**src/lcdc_pkg.sv**
```systemverilog
package lcdc_pkg;
	localparam logic [7:0] LCD_CONTROL_ADDR = 8'h00f0;
	localparam logic [7:0] LCD_MODE_ADDR = 8'h00f1;
	localparam logic [7:0] LCD_CONTROL_RESET = 8'h0000;
	localparam logic [2:0] LCD_MODE_RESET = 3'h0;
	localparam logic [7:0] LCD_MODE_MASK = 8'h0007;
	localparam int CLK_SEL_MSB = 7;
	localparam int CLK_SEL_LSB = 6;
	localparam int DUTY_MSB = 5;
	localparam int DUTY_LSB = 3;
	localparam int BIAS_MSB = 2;
	localparam int BIAS_LSB = 1;
	localparam int DISP_BIT = 0;
	localparam logic [1:0] BIAS_NONE = 2'h0;
	localparam logic [1:0] BIAS_CAP = 2'h1;
	localparam logic [1:0] BIAS_RES_INT = 2'h2;
	localparam logic [1:0] BIAS_RES_EXT = 2'h3;
	localparam int FRAME_DIV_LOG2_SLOW = 8;
	localparam int FRAME_DIV_LOG2_FAST = 5;
	localparam logic [3:0] DUTY_COMMONS_8 = 4'h8;
	localparam logic [3:0] DUTY_COMMONS_4 = 4'h4;
	localparam logic [3:0] DUTY_COMMONS_3 = 4'h3;
	localparam logic [3:0] DUTY_COMMONS_2 = 4'h2;
	localparam logic [2:0] BIAS_DIV_4 = 3'h4;
	localparam logic [2:0] BIAS_DIV_3 = 3'h3;
	localparam logic [2:0] BIAS_DIV_2 = 3'h2;
	localparam int CLOCK_HZ = 20000000;
	localparam int CAP_SETTLE_US = 1000;
	localparam int CAP_SETTLE_CYCLES = (CAP_SETTLE_US * (CLOCK_HZ / 1000000));
endpackage

```
**src/lcdc_control.sv**
```systemverilog
`timescale 1ns/1ps
module lcdc_control
(
	input wire logic mclk,
	input wire logic srst,
	input wire logic [7:0] reg_addr,
	input wire logic [7:0] reg_wdata,
	input wire logic reg_write,
	input wire logic reg_read,
	output logic [7:0] reg_rdata,
	input wire logic watch_timer_clock,
	output logic [3:0] bias_level_pins_en,
	output logic booster_cap_pin_a_en,
	output logic booster_cap_pin_b_en,
	output logic [5:0] shared_bias_port_pins,
	output logic booster_run,
	output logic booster_connect,
	output logic display_on,
	output logic [3:0] duty_commons,
	output logic [2:0] bias_divisor,
	output logic [2:0] common_index,
	output logic frame_strobe,
	output logic gen_restart,
	output logic [2:0] lcd_mode_reg_out
);
	logic [7:0] lcd_control_reg;
	logic [2:0] lcd_mode_reg;
	logic ctrl_wr;
	logic frame_tick;
	logic [1:0] bias_type;
	logic [2:0] duty_code;
	logic [3:0] commons_next;
	logic [2:0] bias_next;
	logic disp;

	assign ctrl_wr = reg_write && (reg_addr == lcdc_pkg::LCD_CONTROL_ADDR);
	assign bias_type = lcd_control_reg[lcdc_pkg::BIAS_MSB:lcdc_pkg::BIAS_LSB];
	assign duty_code = lcd_control_reg[lcdc_pkg::DUTY_MSB:lcdc_pkg::DUTY_LSB];
	assign disp = lcd_control_reg[lcdc_pkg::DISP_BIT];

	always_ff @(posedge mclk)
	begin
		if (srst)
			lcd_control_reg <= lcdc_pkg::LCD_CONTROL_RESET;
		else if (ctrl_wr)
			lcd_control_reg <= reg_wdata;
	end

	always_ff @(posedge mclk)
	begin
		if (srst)
			lcd_mode_reg <= lcdc_pkg::LCD_MODE_RESET;
		else if (reg_write && (reg_addr == lcdc_pkg::LCD_MODE_ADDR))
			lcd_mode_reg <= reg_wdata[2:0];
	end

	always_ff @(posedge mclk)
	begin
		if (srst)
			reg_rdata <= 8'h0000;
		else if (reg_read && (reg_addr == lcdc_pkg::LCD_CONTROL_ADDR))
			reg_rdata <= lcd_control_reg;
		else if (reg_read && (reg_addr == lcdc_pkg::LCD_MODE_ADDR))
			reg_rdata <= {5'h00, lcd_mode_reg};
		else
			reg_rdata <= 8'h0000;
	end

	always_comb
	begin
		commons_next = lcdc_pkg::DUTY_COMMONS_2;
		bias_next = lcdc_pkg::BIAS_DIV_2;
		if (!duty_code[2])
		begin
			unique case (duty_code[1:0])
				2'h0:
				begin
					commons_next = lcdc_pkg::DUTY_COMMONS_8;
					bias_next = lcdc_pkg::BIAS_DIV_4;
				end
				2'h1:
				begin
					commons_next = lcdc_pkg::DUTY_COMMONS_4;
					bias_next = lcdc_pkg::BIAS_DIV_3;
				end
				2'h2:
				begin
					commons_next = lcdc_pkg::DUTY_COMMONS_3;
					bias_next = lcdc_pkg::BIAS_DIV_3;
				end
				2'h3:
				begin
					commons_next = lcdc_pkg::DUTY_COMMONS_3;
					bias_next = lcdc_pkg::BIAS_DIV_2;
				end
			endcase
		end
	end

	lcdc_frame_div u_div
	(
		.mclk(mclk),
		.srst(srst),
		.clear(ctrl_wr),
		.watch_timer_clock(watch_timer_clock),
		.clk_sel(lcd_control_reg[lcdc_pkg::CLK_SEL_MSB:lcdc_pkg::CLK_SEL_LSB]),
		.frame_tick(frame_tick)
	);

	// Common scan; restarted by every control write
	always_ff @(posedge mclk)
	begin
		if (srst || ctrl_wr)
			common_index <= 3'h0;
		else if (frame_tick && disp)
		begin
			if ({1'b0, common_index} + 4'h1 >= duty_commons)
				common_index <= 3'h0;
			else
				common_index <= common_index + 3'h1;
		end
	end

	always_ff @(posedge mclk)
	begin
		if (srst)
		begin
			frame_strobe <= 1'b0;
			gen_restart <= 1'b0;
		end
		else
		begin
			frame_strobe <= frame_tick && disp;
			gen_restart <= ctrl_wr;
		end
	end

	// Pin ownership follows the stored bias type; display bit gates drive only
	always_ff @(posedge mclk)
	begin
		if (srst)
		begin
			bias_level_pins_en <= 4'h0;
			booster_cap_pin_a_en <= 1'b0;
			booster_cap_pin_b_en <= 1'b0;
			shared_bias_port_pins <= 6'h00;
			booster_run <= 1'b0;
			booster_connect <= 1'b0;
			display_on <= 1'b0;
			duty_commons <= lcdc_pkg::DUTY_COMMONS_8;
			bias_divisor <= lcdc_pkg::BIAS_DIV_4;
			lcd_mode_reg_out <= lcdc_pkg::LCD_MODE_RESET;
		end
		else
		begin
			bias_level_pins_en <= {4{bias_type != lcdc_pkg::BIAS_NONE}};
			booster_cap_pin_a_en <= bias_type == lcdc_pkg::BIAS_CAP;
			booster_cap_pin_b_en <= bias_type == lcdc_pkg::BIAS_CAP;
			shared_bias_port_pins <= (bias_type == lcdc_pkg::BIAS_CAP)
				? 6'h3f
				: {2'h0, {4{bias_type != lcdc_pkg::BIAS_NONE}}};
			booster_run <= disp && (bias_type == lcdc_pkg::BIAS_CAP);
			booster_connect <= disp && (bias_type == lcdc_pkg::BIAS_CAP);
			display_on <= disp;
			duty_commons <= commons_next;
			bias_divisor <= bias_next;
			lcd_mode_reg_out <= lcd_mode_reg;
		end
	end

	// Restart pulse and scan reset are both visible one edge after the write
	lcd_ctrl_a: assert property (@(posedge mclk) disable iff (srst)
		(reg_write && reg_addr == lcdc_pkg::LCD_CONTROL_ADDR)
		|=> gen_restart && common_index == 3'h0)
		else $error("control write did not restart generation");
	disp_off_a: assert property (@(posedge mclk) disable iff (srst)
		!display_on |-> !booster_run && !booster_connect && !frame_strobe)
		else $error("booster or drive active while display off");
	boost_cap_a: assert property (@(posedge mclk) disable iff (srst)
		booster_run |-> booster_cap_pin_a_en && shared_bias_port_pins == 6'h3f)
		else $error("booster runs without capacitor bias pins");
	res_pins_a: assert property (@(posedge mclk) disable iff (srst)
		$rose(bias_level_pins_en[0]) && !booster_cap_pin_a_en
		|-> shared_bias_port_pins == 6'h0f)
		else $error("resistor bias pin takeover wrong");
	cap_pins_a: assert property (@(posedge mclk) disable iff (srst)
		booster_cap_pin_b_en |-> bias_level_pins_en == 4'hf)
		else $error("capacitor bias without level pins");
	duty_map_a: assert property (@(posedge mclk) disable iff (srst)
		duty_commons == lcdc_pkg::DUTY_COMMONS_8
		|-> bias_divisor == lcdc_pkg::BIAS_DIV_4)
		else $error("eighth duty without quarter bias");
	scan_range_a: assert property (@(posedge mclk) disable iff (srst)
		{1'b0, common_index} < duty_commons || $changed(duty_commons)
		|| $past(ctrl_wr))
		else $error("common index beyond duty");
	none_pins_a: assert property (@(posedge mclk) disable iff (srst)
		bias_level_pins_en == 4'h0 |-> shared_bias_port_pins == 6'h00)
		else $error("plain bias type still claims pins");
endmodule // lcdc_control

```
**src/lcdc_frame_div.sv**
```systemverilog
`timescale 1ns/1ps
// Divides watch-timer ticks by 2^(8-sel); clear restarts the count
module lcdc_frame_div
(
	input wire logic mclk,
	input wire logic srst,
	input wire logic clear,
	input wire logic watch_timer_clock,
	input wire logic [1:0] clk_sel,
	output logic frame_tick
);
	logic [7:0] count_reg;
	logic [7:0] limit;

	assign limit = 8'h00ff >> clk_sel;

	always_ff @(posedge mclk)
	begin
		if (srst || clear)
		begin
			count_reg <= 8'h0000;
			frame_tick <= 1'b0;
		end
		else
		begin
			frame_tick <= 1'b0;
			if (watch_timer_clock)
			begin
				if (count_reg >= limit)
				begin
					count_reg <= 8'h0000;
					frame_tick <= 1'b1;
				end
				else
					count_reg <= count_reg + 8'h0001;
			end
		end
	end
endmodule // lcdc_frame_div

```
**config.mk**
```make
export PLATFORM = sky130hd
export DESIGN_NAME = lcdc_control
export DESIGN_NICKNAME = d
export VERILOG_FILES = /design/src/lcdc_pkg.sv /design/src/lcdc_control.sv /design/src/lcdc_frame_div.sv
export SDC_FILE = /design/constraint.sdc
export NUM_CORES = 1
export LEC_CHECK = 0
export ABC_CLOCK_PERIOD_IN_PS = 5950
export BUFFER_PORTS_ARGS = -buffer_cell sky130_fd_sc_hd__buf_2
export CORE_MARGIN = 4
export CORE_UTILIZATION = 41
export DETAILED_ROUTE_END_ITERATION = 12
export GPL_ROUTABILITY_DRIVEN = 0
export PLACE_DENSITY = 0.72
export SLEW_MARGIN = 20
export SYNTH_ARGS = -nofsm -noshare
export SYNTH_HDL_FRONTEND = slang
export SYNTH_HIERARCHICAL = 1
export SYNTH_SLANG_ARGS = --single-unit
```
**constraint.sdc**
```tcl
create_clock -name mclk -period 5.95 [get_ports mclk]
set_clock_uncertainty 0.05 [all_clocks]
set_input_delay 1.4875 -clock mclk [delete_from_list [all_inputs] [get_ports mclk]]
set_output_delay 1.4875 -clock mclk [all_outputs]
set_load 0.03 [all_outputs]
```
# After elaboration in Yosys (flattened, before gate mapping)

Index checks and enable logic that the tools add are counted.

Register bits after elaboration: 53
Latch bits: 0
RAM bits: 0
ROM bits: 0
Input port bits: 21
Output and inout bits: 38
Memories: 0

$add $sub $neg: 3
$mul: 0
Div/mod/pow operators: 0
Magnitude comparators: 2
Eq/ne operators: 6
Shifts and indexed selects: 1
Multiplexer cells: 10
Bitwise logic cells: 1
Reduce and logical (&&, ||, !) cells: 13

Operator list:

| operator            | number |
|---|---|
| $eq 8x8->1 const B  | 2 |
| $mux 8              | 2 |
| $pmux 4 s3          | 1 |
| $mux 3              | 3 |
| $pmux 3 s3          | 1 |
| $add 8x1->8 const B | 1 |
| $ge 8x8->1          | 1 |
| $reduce_or 2->1     | 4 |
| $shr 8x2->8 const A | 1 |
| $logic_and 1x1->1   | 6 |
| $mux 6              | 1 |
| $add 3x1->4 const B | 1 |
| $eq 2x1->1 const B  | 2 |
| $eq 2x2->1 const B  | 2 |
| $ge 4x4->1          | 1 |
| $mux 4              | 1 |
| $add 3x1->3 const B | 1 |
| $logic_not 2->1     | 1 |
| $reduce_bool 2->1   | 1 |
| $logic_or 1x1->1    | 1 |
| $mux 1              | 1 |
| $not 1->1           | 1 |

# Logic depth before layout (Yosys ltp)

Depth after elaboration: 4
Mapped depth: 7

# By module

The synthesis kept the hierarchy.

Modules (own cells, without submodules):

| module         | times used | cells each | area each (um^2) | sequential area each (um^2) |
|---|---|---|---|---|
| lcdc_control   | 1          | 151        | 1534.0           | 760.7 |
| lcdc_frame_div | 1          | 51         | 551.8            | 180.2 |

# Worst setup path before layout

OpenSTA, ideal clock, no wires.

Path type: input -> register
Start: in reg_addr[1]
End: reg u_div.count_reg[0]
Arrival: 2.743 ns
Path slack: 3.013 ns
Cell stages on the path: 4
Buffers on the path: 1
Cell sequence: or3_4 nor3_1 buf_1 nor4_2

Longest elaborated chain between the ends: 3

Ends and longest elaborated chain:

| element                | line                 | RTL |
|---|---|---|
| start: declaration     | lcdc_control.sv:6    | `input wire logic [7:0] reg_addr,` |
| $eq 8x8->1             | lcdc_control.sv:36   | `assign ctrl_wr = reg_write && (reg_addr == lcdc_pkg::LCD_CONTROL_ADDR);` |
| $logic_and 1x1->1      | lcdc_control.sv:36   |  |
| via ctrl_wr            | lcdc_control.sv:28   | `logic ctrl_wr;` |
| $logic_or 1x1->1       | lcdc_frame_div.sv:19 | `if (srst \|\| clear)` |
| end signal: assignment | lcdc_frame_div.sv:35 | `count_reg <= count_reg + 8'h0001;` |
| end: declaration       | lcdc_frame_div.sv:12 | `logic [7:0] count_reg;` |

The timed path passes the listed nets, and every way through them passes these cells.
A chain may end at the register's enable or synchronous reset.

# Worst setup path in the final report

Start: in reg_addr[1]
End: reg lcd_control_reg[5]

Longest elaborated chain between the ends: 2

Ends and longest elaborated chain:

| element                | line               | RTL |
|---|---|---|
| $eq 8x8->1             | lcdc_control.sv:36 |  |
| $logic_and 1x1->1      | lcdc_control.sv:36 |  |
| via ctrl_wr            | lcdc_control.sv:28 |  |
| end signal: assignment | lcdc_control.sv:44 | `lcd_control_reg <= lcdc_pkg::LCD_CONTROL_RESET;` |
| end signal: assignment | lcdc_control.sv:46 | `lcd_control_reg <= reg_wdata;` |
| end: declaration       | lcdc_control.sv:26 | `logic [7:0] lcd_control_reg;` |

The timed path passes the listed nets, and every way through them passes these cells.

==> results.sh <==
export IMPL_status="finished clean"
export IMPL_finalCritPeriodShare_pct=45.41
export IMPL_die_area_sq_um=6292
export IMPL_path_class="in2reg"
export IMPL_grt_setup_unrepaired="no"
export IMPL_die_h_um=79.33
export IMPL_yosys_register_bits=47
export IMPL_coreArea_sq_um=4817
export IMPL_synth_distinct_cells=44
export IMPL_grt_pass1_wl_um=6527
export IMPL_syn_area_sq_um=2086
export IMPL_slowest_delay_ns=0.41
export IMPL_num_rows=25
export IMPL_die_x_um=79.33
export IMPL_dr_pass1_iters=4
export IMPL_powerDensity_nw_per_um2=216.4
export IMPL_crit_slowest_cell="or3_4"
export IMPL_final_hold_viol_count=0
export IMPL_p_seq_share_pct=60.6
export IMPL_cts_buffers_inserted=5
export IMPL_grt_max_degree=29
export IMPL_yosys_area_top_type="dfxtp_1"
export IMPL_synth_edf_count=0
export IMPL_cp_required_ns=6.07
export IMPL_pwr_share_clk_pct=35.2
export IMPL_antenna_left=0
export IMPL_cp_top_family="simple AND/OR/NAND/NOR gates"
export IMPL_nets=284
export IMPL_synth_top_area_share_pct=45.11
export IMPL_cts_buffer_depth=2
export IMPL_switching_power_uw=116.5
export IMPL_fin_tns_setup_ns=0
export IMPL_min_delay_path_class="reg2reg"
export IMPL_maxCapViolCount=0
export IMPL_cts_sinks=47
export IMPL_intPower_uw=407.5
export IMPL_clock_fmax_mhz=370.1
export IMPL_p_leak_uw=0.001081
export IMPL_yosysSeqAreaShare_pct=45.11
export IMPL_cts_clk_slew_worst_paths_ns=0.08
export IMPL_holdWs_ns=0.4089
export IMPL_grt_ovfl_total=0
export IMPL_cp_max_fo=12
export IMPL_worst_slew_pin_transition_ns=0.7821
export IMPL_crit_path_cell_trace="buf_2 > or3_4 > nor3_2 > buf_4 > or2_0 > o21ai_0"
export IMPL_drive_above_1_share_pct=34.40
export IMPL_area_delta_synth_final_pct=16.08
export IMPL_htreeDepth=2
export IMPL_drc=0
export IMPL_cp_num_buf_inv=2
export IMPL_peakVddDrop_uv=129.4
export IMPL_synthTopCellsByArea="dfxtp_1, ha_1, nor4_2, buf_4, mux2i_1"
export IMPL_startpoint_type="primary input"
export IMPL_ios=59
export IMPL_avgRoutedWirePerCell_um=12.51
export IMPL_dp_hpwl_um=2995
export IMPL_yosysWarnings=6
export IMPL_drt_iter0_markers=51
export IMPL_vias_per_cell=4.789
export IMPL_vias=1518
export IMPL_end_kind="register"
export IMPL_slew_viol_final=0
export IMPL_antenna_found_initial=0
export IMPL_swShare_pct=22.24
export IMPL_wl_um=3966
export IMPL_cts_root_buf="clkbuf_8"
export IMPL_antenna_diode_count=0
export IMPL_grt_pass1_vias=1422
export IMPL_syn_mean_instance_area_sq_um=10.33
export IMPL_arrival_ns=2.82
export IMPL_synth_nets=237
export IMPL_port_buffers=58
export IMPL_power_uw=524.0
export IMPL_relSlewSlack_pct=47.42
export IMPL_grt_total_usage_pct=13.06
export IMPL_comb_power_share_pct=4.3
export IMPL_synth_ff_type="dfxtp_1"
export IMPL_syn_inst=202
export IMPL_ctsHoldBuffers=0
export IMPL_post_cts_resized=0
export IMPL_final_period_minus_worst_setup_slack_ns=2.702
export IMPL_async_flop_share_pct=0
export IMPL_clk_latency_ns=0.29
export IMPL_initial_core_util_pct=43.30
export IMPL_cts_setup_buffers=0
export IMPL_finalSetupViolations=0
export IMPL_cts_tree="built"
==> cell families after synthesis <==
logic type | after synthesis | synth area share, %
AND/OR/NAND/NOR | 75 | 24.18
flip-flops | 47 | 45.11
buffers and inverters | 29 | 8.338
AO/OA/AOI/OAI | 21 | 6.779
adder cells (fa/ha/maj) | 14 | 8.398
XOR/XNOR | 8 | 3.359
multiplexers | 8 | 3.839
==> cells in the final DEF, fill, tap and decap left out, types with 3 or more instances in the layout <==
| cell type | netlist | routed |
|---|---|---|
| a21o_1 | 3 | 3 |
| a21oi_1 | 4 | 4 |
| a22o_1 | 4 | 4 |
| and2_1 | 4 | 4 |
| and3_1 | 4 | 4 |
| buf_2 | 1 | 58 |
| clkbuf_8 | 0 | 5 |
| dfxtp_1 | 47 | 47 |
| ha_1 | 14 | 14 |
| inv_1 | 10 | 10 |
| mux2i_1 | 8 | 8 |
| nand2_1 | 9 | 9 |
| nand4_1 | 5 | 5 |
| nor2_1 | 17 | 17 |
| nor2b_1 | 5 | 5 |
| nor3_1 | 6 | 5 |
| nor3_2 | 2 | 3 |
| nor4_2 | 8 | 8 |
| o21ai_0 | 5 | 5 |
| xnor2_1 | 3 | 3 |
| xor2_1 | 5 | 5 |
==> Yosys cell counts (3+ instances only) <==
cell / instances
a21oi_1: 4
nor4_2: 8
xnor2_1: 3
mux2i_1: 8
nor2b_1: 5
nor2_1: 17
nor3_1: 6
o21ai_0: 5
xor2_1: 5
inv_1: 10
ha_1: 14
buf_4: 11
dfxtp_1: 47
a22o_1: 4
and3_1: 4
buf_6: 3
nand4_1: 5
a21o_1: 3
nand2_1: 9
and2_1: 4
==> through the flow <==
step | worst slack [ns] | util [%] | cells | cell area [sq um]
global route | 3.141 | 50.26 | 317 | 2421
detailed placement | 2.915 | 48.49 | 309 | 2336
finish | 3.248 | 50.26 | 317 | 2421
floorplan | 3.013 | - | 202 | 2086
global placement | 2.968 | 48.49 | 309 | 2336
CTS | 3.243 | 50.26 | 317 | 2421
==> routing by layer <==
metal	wire length (um)	up-vias	track usage (%)
met5	0	-	0
met4	55	0	5.326
met3	245	4	3.401
met2	1737	49	19.95
met1	1928	689	17.45
li1	-	776	-
==> worst register-to-register path: cells and delay by family (launching register included) <==
family / cells / cell delay [ns]
compound gates: 1 / 0.51
simple gates: 4 / 0.81
flops: 1 / 0.35
fa+ha+maj: 1 / 0.31
==> path summary, 6_finish.rpt <==
| check | from | endpoint | slack (ns) | cells after the start |
|---|---|---|---|---|
| hold / removal | lcd_control_reg[5] | duty_commons[0] | 0.41 | 1 |
| hold reg to reg | lcd_control_reg[5] | duty_commons[0] | 0.41 | 1 |
| setup reg to reg | lcd_control_reg[7] | u_div/frame_tick | 3.87 | 6 |
| setup / recovery | reg_addr[1] | lcd_control_reg[5] | 3.25 | 6 |
==> power groups by stage <==
stage	Sequential, uW	Combinational, uW	Clock [uW]
4_1_cts	317	22.6	189
3_3_place_gp	325	22.1	0
3_5_place_dp	325	22.5	0
5_1_grt	318	25.2	200
2_1_floorplan	325	13.7	0
6_report	317	22.4	184
==> layout make-up <==
class                           instances  area [sq um]
Clock buffer                            6         72.57
Clock inverter                          2         12.51
Fill cell                             475          2396
Inverter                               10         37.54
Multi-Input combinational cell        126         975.9
Sequential cell                        47         940.9
Tap cell                               67         83.83
Timing Repair Buffer                   59         297.8
No activity file was read; power rests on OpenSTA's default activity.
